[src/logic/identify_pkg.sv]
/*
 * Shared constants for the identify parameter generator: word indices,
 * fixed word values, settings register offsets, reset values and states.
 * Assumes a 16-bit settings port on the same clock as the word stream.
 */
`default_nettype none
package identify_pkg;

    localparam int WORD_W = 16;
    localparam int IDX_W = 8;
    localparam int ADDR_W = 8;
    localparam int STR_WORDS = 34;
    localparam int STR_W = 6;

    localparam logic [IDX_W-1:0] LAST_IDX = 8'hFF;

    // Word positions inside the 256-word buffer.
    localparam logic [IDX_W-1:0] W_SPECCFG = 8'h02;
    localparam logic [IDX_W-1:0] W_HEADS = 8'h03;
    localparam logic [IDX_W-1:0] W_SPT = 8'h06;
    localparam logic [IDX_W-1:0] W_SER_FIRST = 8'h0A;
    localparam logic [IDX_W-1:0] W_SER_LAST = 8'h13;
    localparam logic [IDX_W-1:0] W_FW_FIRST = 8'h17;
    localparam logic [IDX_W-1:0] W_FW_LAST = 8'h1A;
    localparam logic [IDX_W-1:0] W_MOD_FIRST = 8'h1B;
    localparam logic [IDX_W-1:0] W_MOD_LAST = 8'h2E;
    localparam logic [IDX_W-1:0] W_MULT_MAX = 8'h2F;
    localparam logic [IDX_W-1:0] W_CAP49 = 8'h31;
    localparam logic [IDX_W-1:0] W_CAP50 = 8'h32;
    localparam logic [IDX_W-1:0] W_VALID = 8'h35;
    localparam logic [IDX_W-1:0] W_CUR_CYL = 8'h36;
    localparam logic [IDX_W-1:0] W_CUR_HEADS = 8'h37;
    localparam logic [IDX_W-1:0] W_CUR_SPT = 8'h38;
    localparam logic [IDX_W-1:0] W_CUR_CAP_LO = 8'h39;
    localparam logic [IDX_W-1:0] W_CUR_CAP_HI = 8'h3A;
    localparam logic [IDX_W-1:0] W_MULT_CUR = 8'h3B;
    localparam logic [IDX_W-1:0] W_LBA_LO = 8'h3C;
    localparam logic [IDX_W-1:0] W_LBA_HI = 8'h3D;
    localparam logic [IDX_W-1:0] W_MDMA = 8'h3F;
    localparam logic [IDX_W-1:0] W_PIO = 8'h40;
    localparam logic [IDX_W-1:0] W_CYC_FIRST = 8'h41;
    localparam logic [IDX_W-1:0] W_CYC_LAST = 8'h44;
    localparam logic [IDX_W-1:0] W_QDEPTH = 8'h4B;
    localparam logic [IDX_W-1:0] W_SATA_CAP = 8'h4C;
    localparam logic [IDX_W-1:0] W_SATA_SUP = 8'h4E;
    localparam logic [IDX_W-1:0] W_SATA_EN = 8'h4F;
    localparam logic [IDX_W-1:0] W_MAJOR = 8'h50;
    localparam logic [IDX_W-1:0] W_CMD82 = 8'h52;
    localparam logic [IDX_W-1:0] W_CMD83 = 8'h53;
    localparam logic [IDX_W-1:0] W_CMD84 = 8'h54;
    localparam logic [IDX_W-1:0] W_CMD85 = 8'h55;

    // String store slots: serial, then firmware, then model.
    localparam logic [STR_W-1:0] STR_SER_BASE = 6'h00;
    localparam logic [STR_W-1:0] STR_FW_BASE = 6'h0A;
    localparam logic [STR_W-1:0] STR_MOD_BASE = 6'h0E;

    // Fixed word values.
    localparam logic [WORD_W-1:0] V_SPECCFG = 16'hC837;
    localparam logic [WORD_W-1:0] V_HEADS = 16'h0010;
    localparam logic [WORD_W-1:0] V_SPT = 16'h003F;
    localparam logic [WORD_W-1:0] V_MULT_MAX = 16'h8010;
    localparam logic [WORD_W-1:0] V_CAP49 = 16'h2F00;
    localparam logic [WORD_W-1:0] V_CAP50 = 16'h4000;
    localparam logic [WORD_W-1:0] V_VALID = 16'h0007;
    localparam logic [WORD_W-1:0] V_MDMA_SUP = 16'h0007;
    localparam logic [WORD_W-1:0] V_PIO = 16'h0003;
    localparam logic [WORD_W-1:0] V_CYCLE = 16'h0078;
    localparam logic [WORD_W-1:0] V_QDEPTH = 16'h001F;
    localparam logic [WORD_W-1:0] V_SATA_CAP = 16'h0106;
    localparam logic [WORD_W-1:0] V_SATA_SUP = 16'h0044;
    localparam logic [WORD_W-1:0] V_MAJOR = 16'h01F0;
    localparam logic [WORD_W-1:0] V_CMD82 = 16'h746B;
    localparam logic [WORD_W-1:0] V_CMD83 = 16'h7D08;
    localparam logic [WORD_W-1:0] V_CMD84 = 16'h4040;
    localparam logic [WORD_W-1:0] V_CMD85_FIX = 16'h7468;
    localparam logic [WORD_W-1:0] V_ZERO = 16'h0000;
    localparam logic [WORD_W-1:0] V_SPACES = 16'h2020;

    // Writable masks of the settings registers.
    localparam logic [WORD_W-1:0] MULT_MASK = 16'h01FF;
    localparam logic [WORD_W-1:0] SATA_EN_MASK = 16'h0044;
    localparam logic [WORD_W-1:0] CMD85_EN_MASK = 16'h0003;
    localparam int MDMA_SEL_LSB = 8;

    // Settings register offsets.
    localparam logic [ADDR_W-1:0] R_STATUS = 8'h00;
    localparam logic [ADDR_W-1:0] R_CAP_LO = 8'h01;
    localparam logic [ADDR_W-1:0] R_CAP_HI = 8'h02;
    localparam logic [ADDR_W-1:0] R_MULT = 8'h03;
    localparam logic [ADDR_W-1:0] R_MDMA = 8'h04;
    localparam logic [ADDR_W-1:0] R_SATA_EN = 8'h05;
    localparam logic [ADDR_W-1:0] R_CMD85_EN = 8'h06;
    localparam logic [ADDR_W-1:0] R_CUR_CYL = 8'h07;
    localparam logic [ADDR_W-1:0] R_STR_BASE = 8'h40;

    // Reset values of the settings.
    localparam logic [31:0] CAP_RESET = 32'h001E_2190;
    localparam logic [WORD_W-1:0] CYL_RESET = 16'h07A7;
    localparam logic [WORD_W-1:0] MULT_RESET = 16'h0110;
    localparam logic [2:0] MDMA_RESET = 3'h0;
    localparam logic [WORD_W-1:0] SATA_EN_RESET = 16'h0040;
    localparam logic [WORD_W-1:0] CMD85_EN_RESET = 16'h0000;

    typedef enum logic [1:0] {
        ST_IDLE = 2'b00,
        ST_PREP = 2'b01,
        ST_XFER = 2'b10
    } xfer_state_e;

    // True when idx lies in [lo, hi].
    function automatic logic in_span(input logic [IDX_W-1:0] idx, input logic [IDX_W-1:0] lo,
                                     input logic [IDX_W-1:0] hi);
        in_span = (idx >= lo) && (idx <= hi);
    endfunction

    // Keeps only the highest selected multiword DMA mode, so no more than one mode shows.
    function automatic logic [2:0] one_mode(input logic [2:0] sel);
        if (sel[2])
        begin
            one_mode = 3'b100;
        end
        else if (sel[1])
        begin
            one_mode = 3'b010;
        end
        else
        begin
            one_mode = sel & 3'b001;
        end
    endfunction

endpackage
`default_nettype wire

[src/logic/identify_word_map.sv]
/*
 * Combinational map from a word index to the identify word value.
 * Assumes the settings and string store come from flip-flops of the caller.
 */
`timescale 1ns/10ps
`default_nettype none
module identify_word_map (
    input wire logic [identify_pkg::IDX_W-1:0] idx,
    input wire logic [31:0] capacity,
    input wire logic [identify_pkg::WORD_W-1:0] cur_cyl,
    input wire logic [identify_pkg::WORD_W-1:0] mult,
    input wire logic [2:0] mdma_sel,
    input wire logic [identify_pkg::WORD_W-1:0] sata_en,
    input wire logic [identify_pkg::WORD_W-1:0] cmd85_en,
    input wire logic [identify_pkg::STR_WORDS-1:0][identify_pkg::WORD_W-1:0] str,
    output logic [identify_pkg::WORD_W-1:0] word
);
    import identify_pkg::*;

    logic [STR_W-1:0] slot;

    always_comb
    begin
        slot = '0;
        word = V_ZERO;
        if (in_span(idx, W_SER_FIRST, W_SER_LAST))
        begin
            slot = STR_SER_BASE + STR_W'(idx - W_SER_FIRST);
            word = str[slot];
        end
        else if (in_span(idx, W_FW_FIRST, W_FW_LAST))
        begin
            slot = STR_FW_BASE + STR_W'(idx - W_FW_FIRST);
            word = str[slot];
        end
        else if (in_span(idx, W_MOD_FIRST, W_MOD_LAST))
        begin
            slot = STR_MOD_BASE + STR_W'(idx - W_MOD_FIRST);
            word = str[slot];
        end
        else if (in_span(idx, W_CYC_FIRST, W_CYC_LAST))
        begin
            word = V_CYCLE;
        end
        else
        begin
            case (idx)
                W_SPECCFG: word = V_SPECCFG;
                W_HEADS: word = V_HEADS;
                W_SPT: word = V_SPT;
                W_MULT_MAX: word = V_MULT_MAX;
                W_CAP49: word = V_CAP49;
                W_CAP50: word = V_CAP50;
                W_VALID: word = V_VALID;
                W_CUR_CYL: word = cur_cyl;
                W_CUR_HEADS: word = V_HEADS;
                W_CUR_SPT: word = V_SPT;
                W_CUR_CAP_LO: word = capacity[15:0];
                W_CUR_CAP_HI: word = capacity[31:16];
                W_MULT_CUR: word = mult & MULT_MASK;
                W_LBA_LO: word = capacity[15:0];
                W_LBA_HI: word = capacity[31:16];
                W_MDMA: word = V_MDMA_SUP | (WORD_W'(mdma_sel) << MDMA_SEL_LSB);
                W_PIO: word = V_PIO;
                W_QDEPTH: word = V_QDEPTH;
                W_SATA_CAP: word = V_SATA_CAP;
                W_SATA_SUP: word = V_SATA_SUP;
                W_SATA_EN: word = sata_en & SATA_EN_MASK;
                W_MAJOR: word = V_MAJOR;
                W_CMD82: word = V_CMD82;
                W_CMD83: word = V_CMD83;
                W_CMD84: word = V_CMD84;
                W_CMD85: word = V_CMD85_FIX | (cmd85_en & CMD85_EN_MASK);
                default: word = V_ZERO;
            endcase
        end
    end

endmodule
`default_nettype wire

[src/logic/identify_data_table.sv]
/*
 * Identify parameter generator: settings registers, string store and the
 * 256-word read-out sequencer that answers an identify command.
 * Assumes the command logic and host data path share ref_clk and pulse
 * start and word reads for one cycle each.
 */
// The placing of the registers and strobed register access were decided locally.
`timescale 1ns/10ps
`default_nettype none
module identify_data_table #(
    parameter logic [31:0] CAP_DEFAULT = identify_pkg::CAP_RESET,
    parameter logic [identify_pkg::WORD_W-1:0] CYL_DEFAULT = identify_pkg::CYL_RESET
) (
    input wire logic ref_clk,
    input wire logic rst,
    input wire logic [identify_pkg::ADDR_W-1:0] reg_addr,
    input wire logic [identify_pkg::WORD_W-1:0] reg_wdata,
    input wire logic reg_wr,
    input wire logic reg_rd,
    output logic [identify_pkg::WORD_W-1:0] reg_rdata,
    input wire logic id_start,
    input wire logic id_word_rd,
    output logic id_ready,
    output logic [identify_pkg::WORD_W-1:0] id_word,
    output logic [identify_pkg::IDX_W-1:0] id_word_index,
    output logic id_word_valid,
    output logic id_done
);
    import identify_pkg::*;

    typedef logic [STR_WORDS-1:0][WORD_W-1:0] str_store_t;

    typedef struct packed {
        xfer_state_e state;
        logic [IDX_W-1:0] idx;
        logic ready;
        logic [WORD_W-1:0] word;
        logic [IDX_W-1:0] word_index;
        logic word_valid;
        logic done;
        logic [WORD_W-1:0] rdata;
        logic [31:0] capacity;
        logic [WORD_W-1:0] cur_cyl;
        logic [WORD_W-1:0] mult;
        logic [2:0] mdma_sel;
        logic [WORD_W-1:0] sata_en;
        logic [WORD_W-1:0] cmd85_en;
        str_store_t str;
    } table_s;

    // Every string slot starts as two spaces, so unset strings read as blank.
    function automatic str_store_t blank_strings();
        str_store_t s;
        for (int i = 0; i < STR_WORDS; i++)
        begin
            s[i] = V_SPACES;
        end
        return s;
    endfunction

    function automatic table_s reset_state();
        table_s s;
        s.state = ST_IDLE;
        s.idx = '0;
        s.ready = 1'b0;
        s.word = V_ZERO;
        s.word_index = '0;
        s.word_valid = 1'b0;
        s.done = 1'b0;
        s.rdata = V_ZERO;
        s.capacity = CAP_RESET;
        s.cur_cyl = CYL_RESET;
        s.mult = MULT_RESET;
        s.mdma_sel = MDMA_RESET;
        s.sata_en = SATA_EN_RESET;
        s.cmd85_en = CMD85_EN_RESET;
        s.str = blank_strings();
        return s;
    endfunction

    table_s st_r;
    table_s st_nxt;
    logic [WORD_W-1:0] map_word;
    logic strap_loaded_r;
    logic [ADDR_W-1:0] str_off;

    ////////////////////////////////////////////////////////////////////////////

    identify_word_map u_map (
        .idx(st_r.idx),
        .capacity(st_r.capacity),
        .cur_cyl(st_r.cur_cyl),
        .mult(st_r.mult),
        .mdma_sel(st_r.mdma_sel),
        .sata_en(st_r.sata_en),
        .cmd85_en(st_r.cmd85_en),
        .str(st_r.str),
        .word(map_word)
    );

    ////////////////////////////////////////////////////////////////////////////

    always_comb
    begin
        st_nxt = st_r;
        str_off = reg_addr - R_STR_BASE;
        st_nxt.word_valid = 1'b0;
        st_nxt.done = 1'b0;

        // The capacity defaults are parameters, so they are loaded once after
        // reset instead of being reset values taken from a port-like source.
        if (!strap_loaded_r)
        begin
            st_nxt.capacity = CAP_DEFAULT;
            st_nxt.cur_cyl = CYL_DEFAULT;
        end

        // Settings writes. A write during a transfer takes effect on the words
        // not yet read, which lets firmware adjust values live if it must.
        if (reg_wr)
        begin
            if (reg_addr == R_CAP_LO)
            begin
                st_nxt.capacity[15:0] = reg_wdata;
            end
            else if (reg_addr == R_CAP_HI)
            begin
                st_nxt.capacity[31:16] = reg_wdata;
            end
            else if (reg_addr == R_MULT)
            begin
                st_nxt.mult = reg_wdata & MULT_MASK;
            end
            else if (reg_addr == R_MDMA)
            begin
                st_nxt.mdma_sel = one_mode(reg_wdata[2:0]);
            end
            else if (reg_addr == R_SATA_EN)
            begin
                st_nxt.sata_en = reg_wdata & SATA_EN_MASK;
            end
            else if (reg_addr == R_CMD85_EN)
            begin
                st_nxt.cmd85_en = reg_wdata & CMD85_EN_MASK;
            end
            else if (reg_addr == R_CUR_CYL)
            begin
                st_nxt.cur_cyl = reg_wdata;
            end
            else if (reg_addr >= R_STR_BASE && str_off < ADDR_W'(STR_WORDS))
            begin
                st_nxt.str[str_off[STR_W-1:0]] = reg_wdata;
            end
        end

        // Read data stands for exactly the cycle after the read strobe.
        st_nxt.rdata = V_ZERO;
        if (reg_rd)
        begin
            if (reg_addr == R_STATUS)
            begin
                st_nxt.rdata = {6'h00, st_r.state, st_r.idx};
            end
            else if (reg_addr == R_CAP_LO)
            begin
                st_nxt.rdata = st_r.capacity[15:0];
            end
            else if (reg_addr == R_CAP_HI)
            begin
                st_nxt.rdata = st_r.capacity[31:16];
            end
            else if (reg_addr == R_MULT)
            begin
                st_nxt.rdata = st_r.mult;
            end
            else if (reg_addr == R_MDMA)
            begin
                st_nxt.rdata = WORD_W'(st_r.mdma_sel);
            end
            else if (reg_addr == R_SATA_EN)
            begin
                st_nxt.rdata = st_r.sata_en;
            end
            else if (reg_addr == R_CMD85_EN)
            begin
                st_nxt.rdata = st_r.cmd85_en;
            end
            else if (reg_addr == R_CUR_CYL)
            begin
                st_nxt.rdata = st_r.cur_cyl;
            end
            else if (reg_addr >= R_STR_BASE && str_off < ADDR_W'(STR_WORDS))
            begin
                st_nxt.rdata = st_r.str[str_off[STR_W-1:0]];
            end
        end

        // Read-out sequencer. A start during a transfer restarts from word 0,
        // since a new identify command abandons the old buffer.
        case (st_r.state)
            ST_IDLE:
            begin
                st_nxt.ready = 1'b0;
                if (id_start)
                begin
                    st_nxt.state = ST_PREP;
                    st_nxt.idx = '0;
                end
            end
            ST_PREP:
            begin
                st_nxt.state = ST_XFER;
                st_nxt.ready = 1'b1;
            end
            ST_XFER:
            begin
                if (id_start)
                begin
                    st_nxt.state = ST_PREP;
                    st_nxt.ready = 1'b0;
                    st_nxt.idx = '0;
                end
                else if (id_word_rd)
                begin
                    // Ascending order puts each low half ahead of its high half.
                    st_nxt.word = map_word;
                    st_nxt.word_index = st_r.idx;
                    st_nxt.word_valid = 1'b1;
                    st_nxt.idx = st_r.idx + 1'b1;
                    if (st_r.idx == LAST_IDX)
                    begin
                        st_nxt.state = ST_IDLE;
                        st_nxt.ready = 1'b0;
                        st_nxt.done = 1'b1;
                    end
                end
            end
            default:
            begin
                st_nxt.state = ST_IDLE;
                st_nxt.ready = 1'b0;
            end
        endcase
    end

    ////////////////////////////////////////////////////////////////////////////

    always_ff @(posedge ref_clk or posedge rst)
    begin
        if (rst)
        begin
            st_r <= reset_state();
            strap_loaded_r <= 1'b0;
        end
        else
        begin
            st_r <= st_nxt;
            strap_loaded_r <= 1'b1;
        end
    end

    assign reg_rdata = st_r.rdata;
    assign id_ready = st_r.ready;
    assign id_word = st_r.word;
    assign id_word_index = st_r.word_index;
    assign id_word_valid = st_r.word_valid;
    assign id_done = st_r.done;

endmodule
`default_nettype wire

[config.mk]
export PLATFORM = sky130hd
export DESIGN_NAME = identify_data_table
export DESIGN_NICKNAME = d
export VERILOG_FILES = /design/src/logic/identify_pkg.sv /design/src/logic/identify_word_map.sv /design/src/logic/identify_data_table.sv
export SDC_FILE = /design/constraint.sdc
export NUM_CORES = 2
export LEC_CHECK = 0
export ABC_AREA = 0
export BUFFER_PORTS_ARGS = -buffer_cell sky130_fd_sc_hd__buf_4
export CORE_MARGIN = 10
export CORE_UTILIZATION = 30
export CTS_CLUSTER_SIZE = 28
export DETAILED_ROUTE_END_ITERATION = 7
export GPL_TIMING_DRIVEN = 0
export PLACE_DENSITY_LB_ADDON = 0.08
export SYNTH_ARGS = -nofsm -noshare
export SYNTH_HDL_FRONTEND = slang
export SYNTH_SLANG_ARGS = --single-unit
[constraint.sdc]
create_clock -name ref_clk -period 41.7 [get_ports ref_clk]
set_clock_uncertainty 0.05 [all_clocks]
set_input_delay 2.085 -clock ref_clk [delete_from_list [all_inputs] [get_ports ref_clk]]
set_output_delay 2.085 -clock ref_clk [all_outputs]
set_load 0.05 [all_outputs]
==> flow_summary.ini <==
[logic_synthesis]
ys.flop_type = dfrtp_1
yosysTopAreaCell = dfrtp_1
ys_seq_area_share_pct = 41.6
postSynthAreaPerCell_sq_um = 13.5
async_reset_ff_share_pct = 100
synth-seq-cells = 662
syn_inst = 2963
syn-cell-area_sq_um = 40100
ys_warn_count = 0
syn_nets = 3002
synth_edf_count = 0
synth_top_area_share_pct = 35.9
ys_types = 73
ys_top_cells_by_area = dfrtp_1 (36%), mux4_2 (24%), mux2_2 (16%)

[timing]
hold_viol = 0
rsz0062_at_grt = no
relSlewSlack_pct = -5.62
fmax_ghz = 0.115
fin_setup_tns_ns = 0
setup_viol = 0
fin_crit_sh_pct = 20.8
fin_crit_ns = 8.69
slew_violations = 44
tightest_slew_ns = 1.58

[detailed_routing]
route.met2.wl_mm = 96.0
met1_length_mm = 85.6
drtAntennaViolNets = 0
drt_wl_total_mm = 217
detail_route.wl_per_cell_um = 43.6
drcViolationCount = 0
drt_iter0_drc = 4277
first_pass_iters = 6
top_layer_used = met5
dr_wl_met3_mm = 22.0
vias = 31700
viasPerCell = 6.39

[pwr]
p_per_area_nw_per_um2 = 37.3
p_leak_uw = 0.0198
ir_drop_v = 0.0000306

[clocking]
holdBufCountCts = 0
postCtsSetupBuffers = 0
cts-htree-levels = 3
clock_latency_ns = 0.70
cts_inserted_buffers = 85
clk_pin_slew_ns = 0.06
clock-sinks = 662
cts_tree = yes
cts-root-buf = clkbuf_16
clk_path_buf_depth = 3
cts_resized = 0

[placement]
hpwl_mm = 155
io_buffers = 54
gp_congestion = 0.934

[critical_path]
crit_type = flip-flop to flip-flop
end_kind = flip-flop
arrival_ns = 9.26
r2r_cells = 15
path_max_fanout = 12
crit_required_ns = 42.27
startpoint_type = flip-flop

[status]
violations = capacitance limit, slew limit
status = finished with violations

[global_routing]
grt_usage_pct = 28.6
gr-total-overflow = 0
grt_start_max_net_pins = 123
grt_pass1_wl_mm = 290
grt_pass1_vias = 31700
antenna_found_initial = 19

[layout]
fin_util_pct = 34.7
layout-drive-gt1-share_pct = 47.5
nets = 3165
final_common_cell = dfrtp_1
final_cell_mix = dfrtp_1 (575), mux2_2 (569), mux4_2 (427)
area_growth_syn_to_layout_pct = 15.2

[floorplan]
start_util_pct = 30.1
num_io_pins = 73
die_y_um = 386
rows = 134
die_x_um = 386
design.core.area_sq_um = 133000
die_area_sq_um = 149000

[hold_path]
hp-class = flip-flop to flip-flop
hold_path_depth = 2

[job]
cap_violations = 6
[logic make-up after synthesis]
group / count (synthesis) / synth area share, %
adder cells (fa/ha/maj): 9 / 0.281
AND/OR/NAND/NOR: 501 / 5.77
AO/OA/AOI/OAI: 340 / 5.81
flip-flops: 662 / 41.6
XOR/XNOR: 19 / 0.452
multiplexers: 1072 / 42.0
other: 1 / 0.00935
buffers and inverters: 359 / 4.17
[where the power goes]
part / internal [uW] / switching (uW) / leakage [uW]
combinational: 81.3 / 168 / 0.00945
sequential: 664 / 22.2 / 0.00887
clock: 468 / 321 / 0.00147
total: 1210 / 512 / 0.0198
[layout make-up]
cell class,instances,area (sq um)
inverters,26,105
clock buffers,121,2550
repair buffers,76,807
flip-flops and latches,662,16700
fillers,13000,86900
plain buffers,333,1600
diodes,6,15.0
clock inverters,36,390
multi-input cells,1942,21900
well taps,1768,2210
[path summary, 6_finish.rpt]
kind | from | to | slack, ns
worst min-delay path | id_word_index[1] | id_word_index[1] | 0.43
min in group asynchronous | rst | async pin | 1.50
worst min register to register | id_word_index[1] | id_word_index[1] | 0.43
max in group asynchronous | rst | async pin | 38.35
worst max register to register | st_r[686] | id_word[7] | 33.01
worst max-delay path | st_r[686] | id_word[7] | 33.01
[Yosys cell counts, drive strengths merged (22+ instances only)]
cell type and instances:
buf 188, a31oi 25, o22ai 25, inv 22, a22oi 23, a21oi 52
clkbuf 145, mux2i 66, mux4 427, dfstp 87, mux2 579, nand2 226
nand3 50, nor2 95, dfrtp 575, o21ai 75, a221oi 23
[critical path: stages, from the launching register on]
cell and delay [ns]:
dfrtp_1 0.48, buf_2 0.59, buf_2 0.69, buf_2 0.72, inv_2 0.47, buf_2 0.48, ha_1 0.69, buf_2 0.71
buf_2 0.60, buf_2 0.70, o221ai_1 0.35, nand2b_1 0.41, nor2_1 0.26, clkbuf_1 0.64, a21oi_1 0.40, a22oi_1 0.26
[per-stage QoR]
| step | setup WS (ns) | cells | hold WS (ns) | total power (uW) | cell area [sq um] |
|---|---|---|---|---|---|
| 2_1_floorplan | 21.16 | 2963 | 0.398 | 824 | 40100 |
| 3_3_place_gp | 12.90 | 4785 | 0.420 | 935 | 42700 |
| 3_5_place_dp | 33.30 | 4807 | 0.425 | 941 | 43300 |
| 4_1_cts | 33.29 | 4964 | 0.438 | 1730 | 46200 |
| 5_1_grt | 33.03 | 4964 | 0.471 | 1760 | 46200 |
| 6_report | 33.01 | 4970 | 0.432 | 1720 | 46200 |
[routing by layer]
metal,global-route usage (%),up-vias
met5,0,-
met1,36.4,17200
met2,43.7,2250
met4,15.1,10
li1,-,11800
met3,8.76,506
Note: power is estimated with default switching activity, not from simulation.
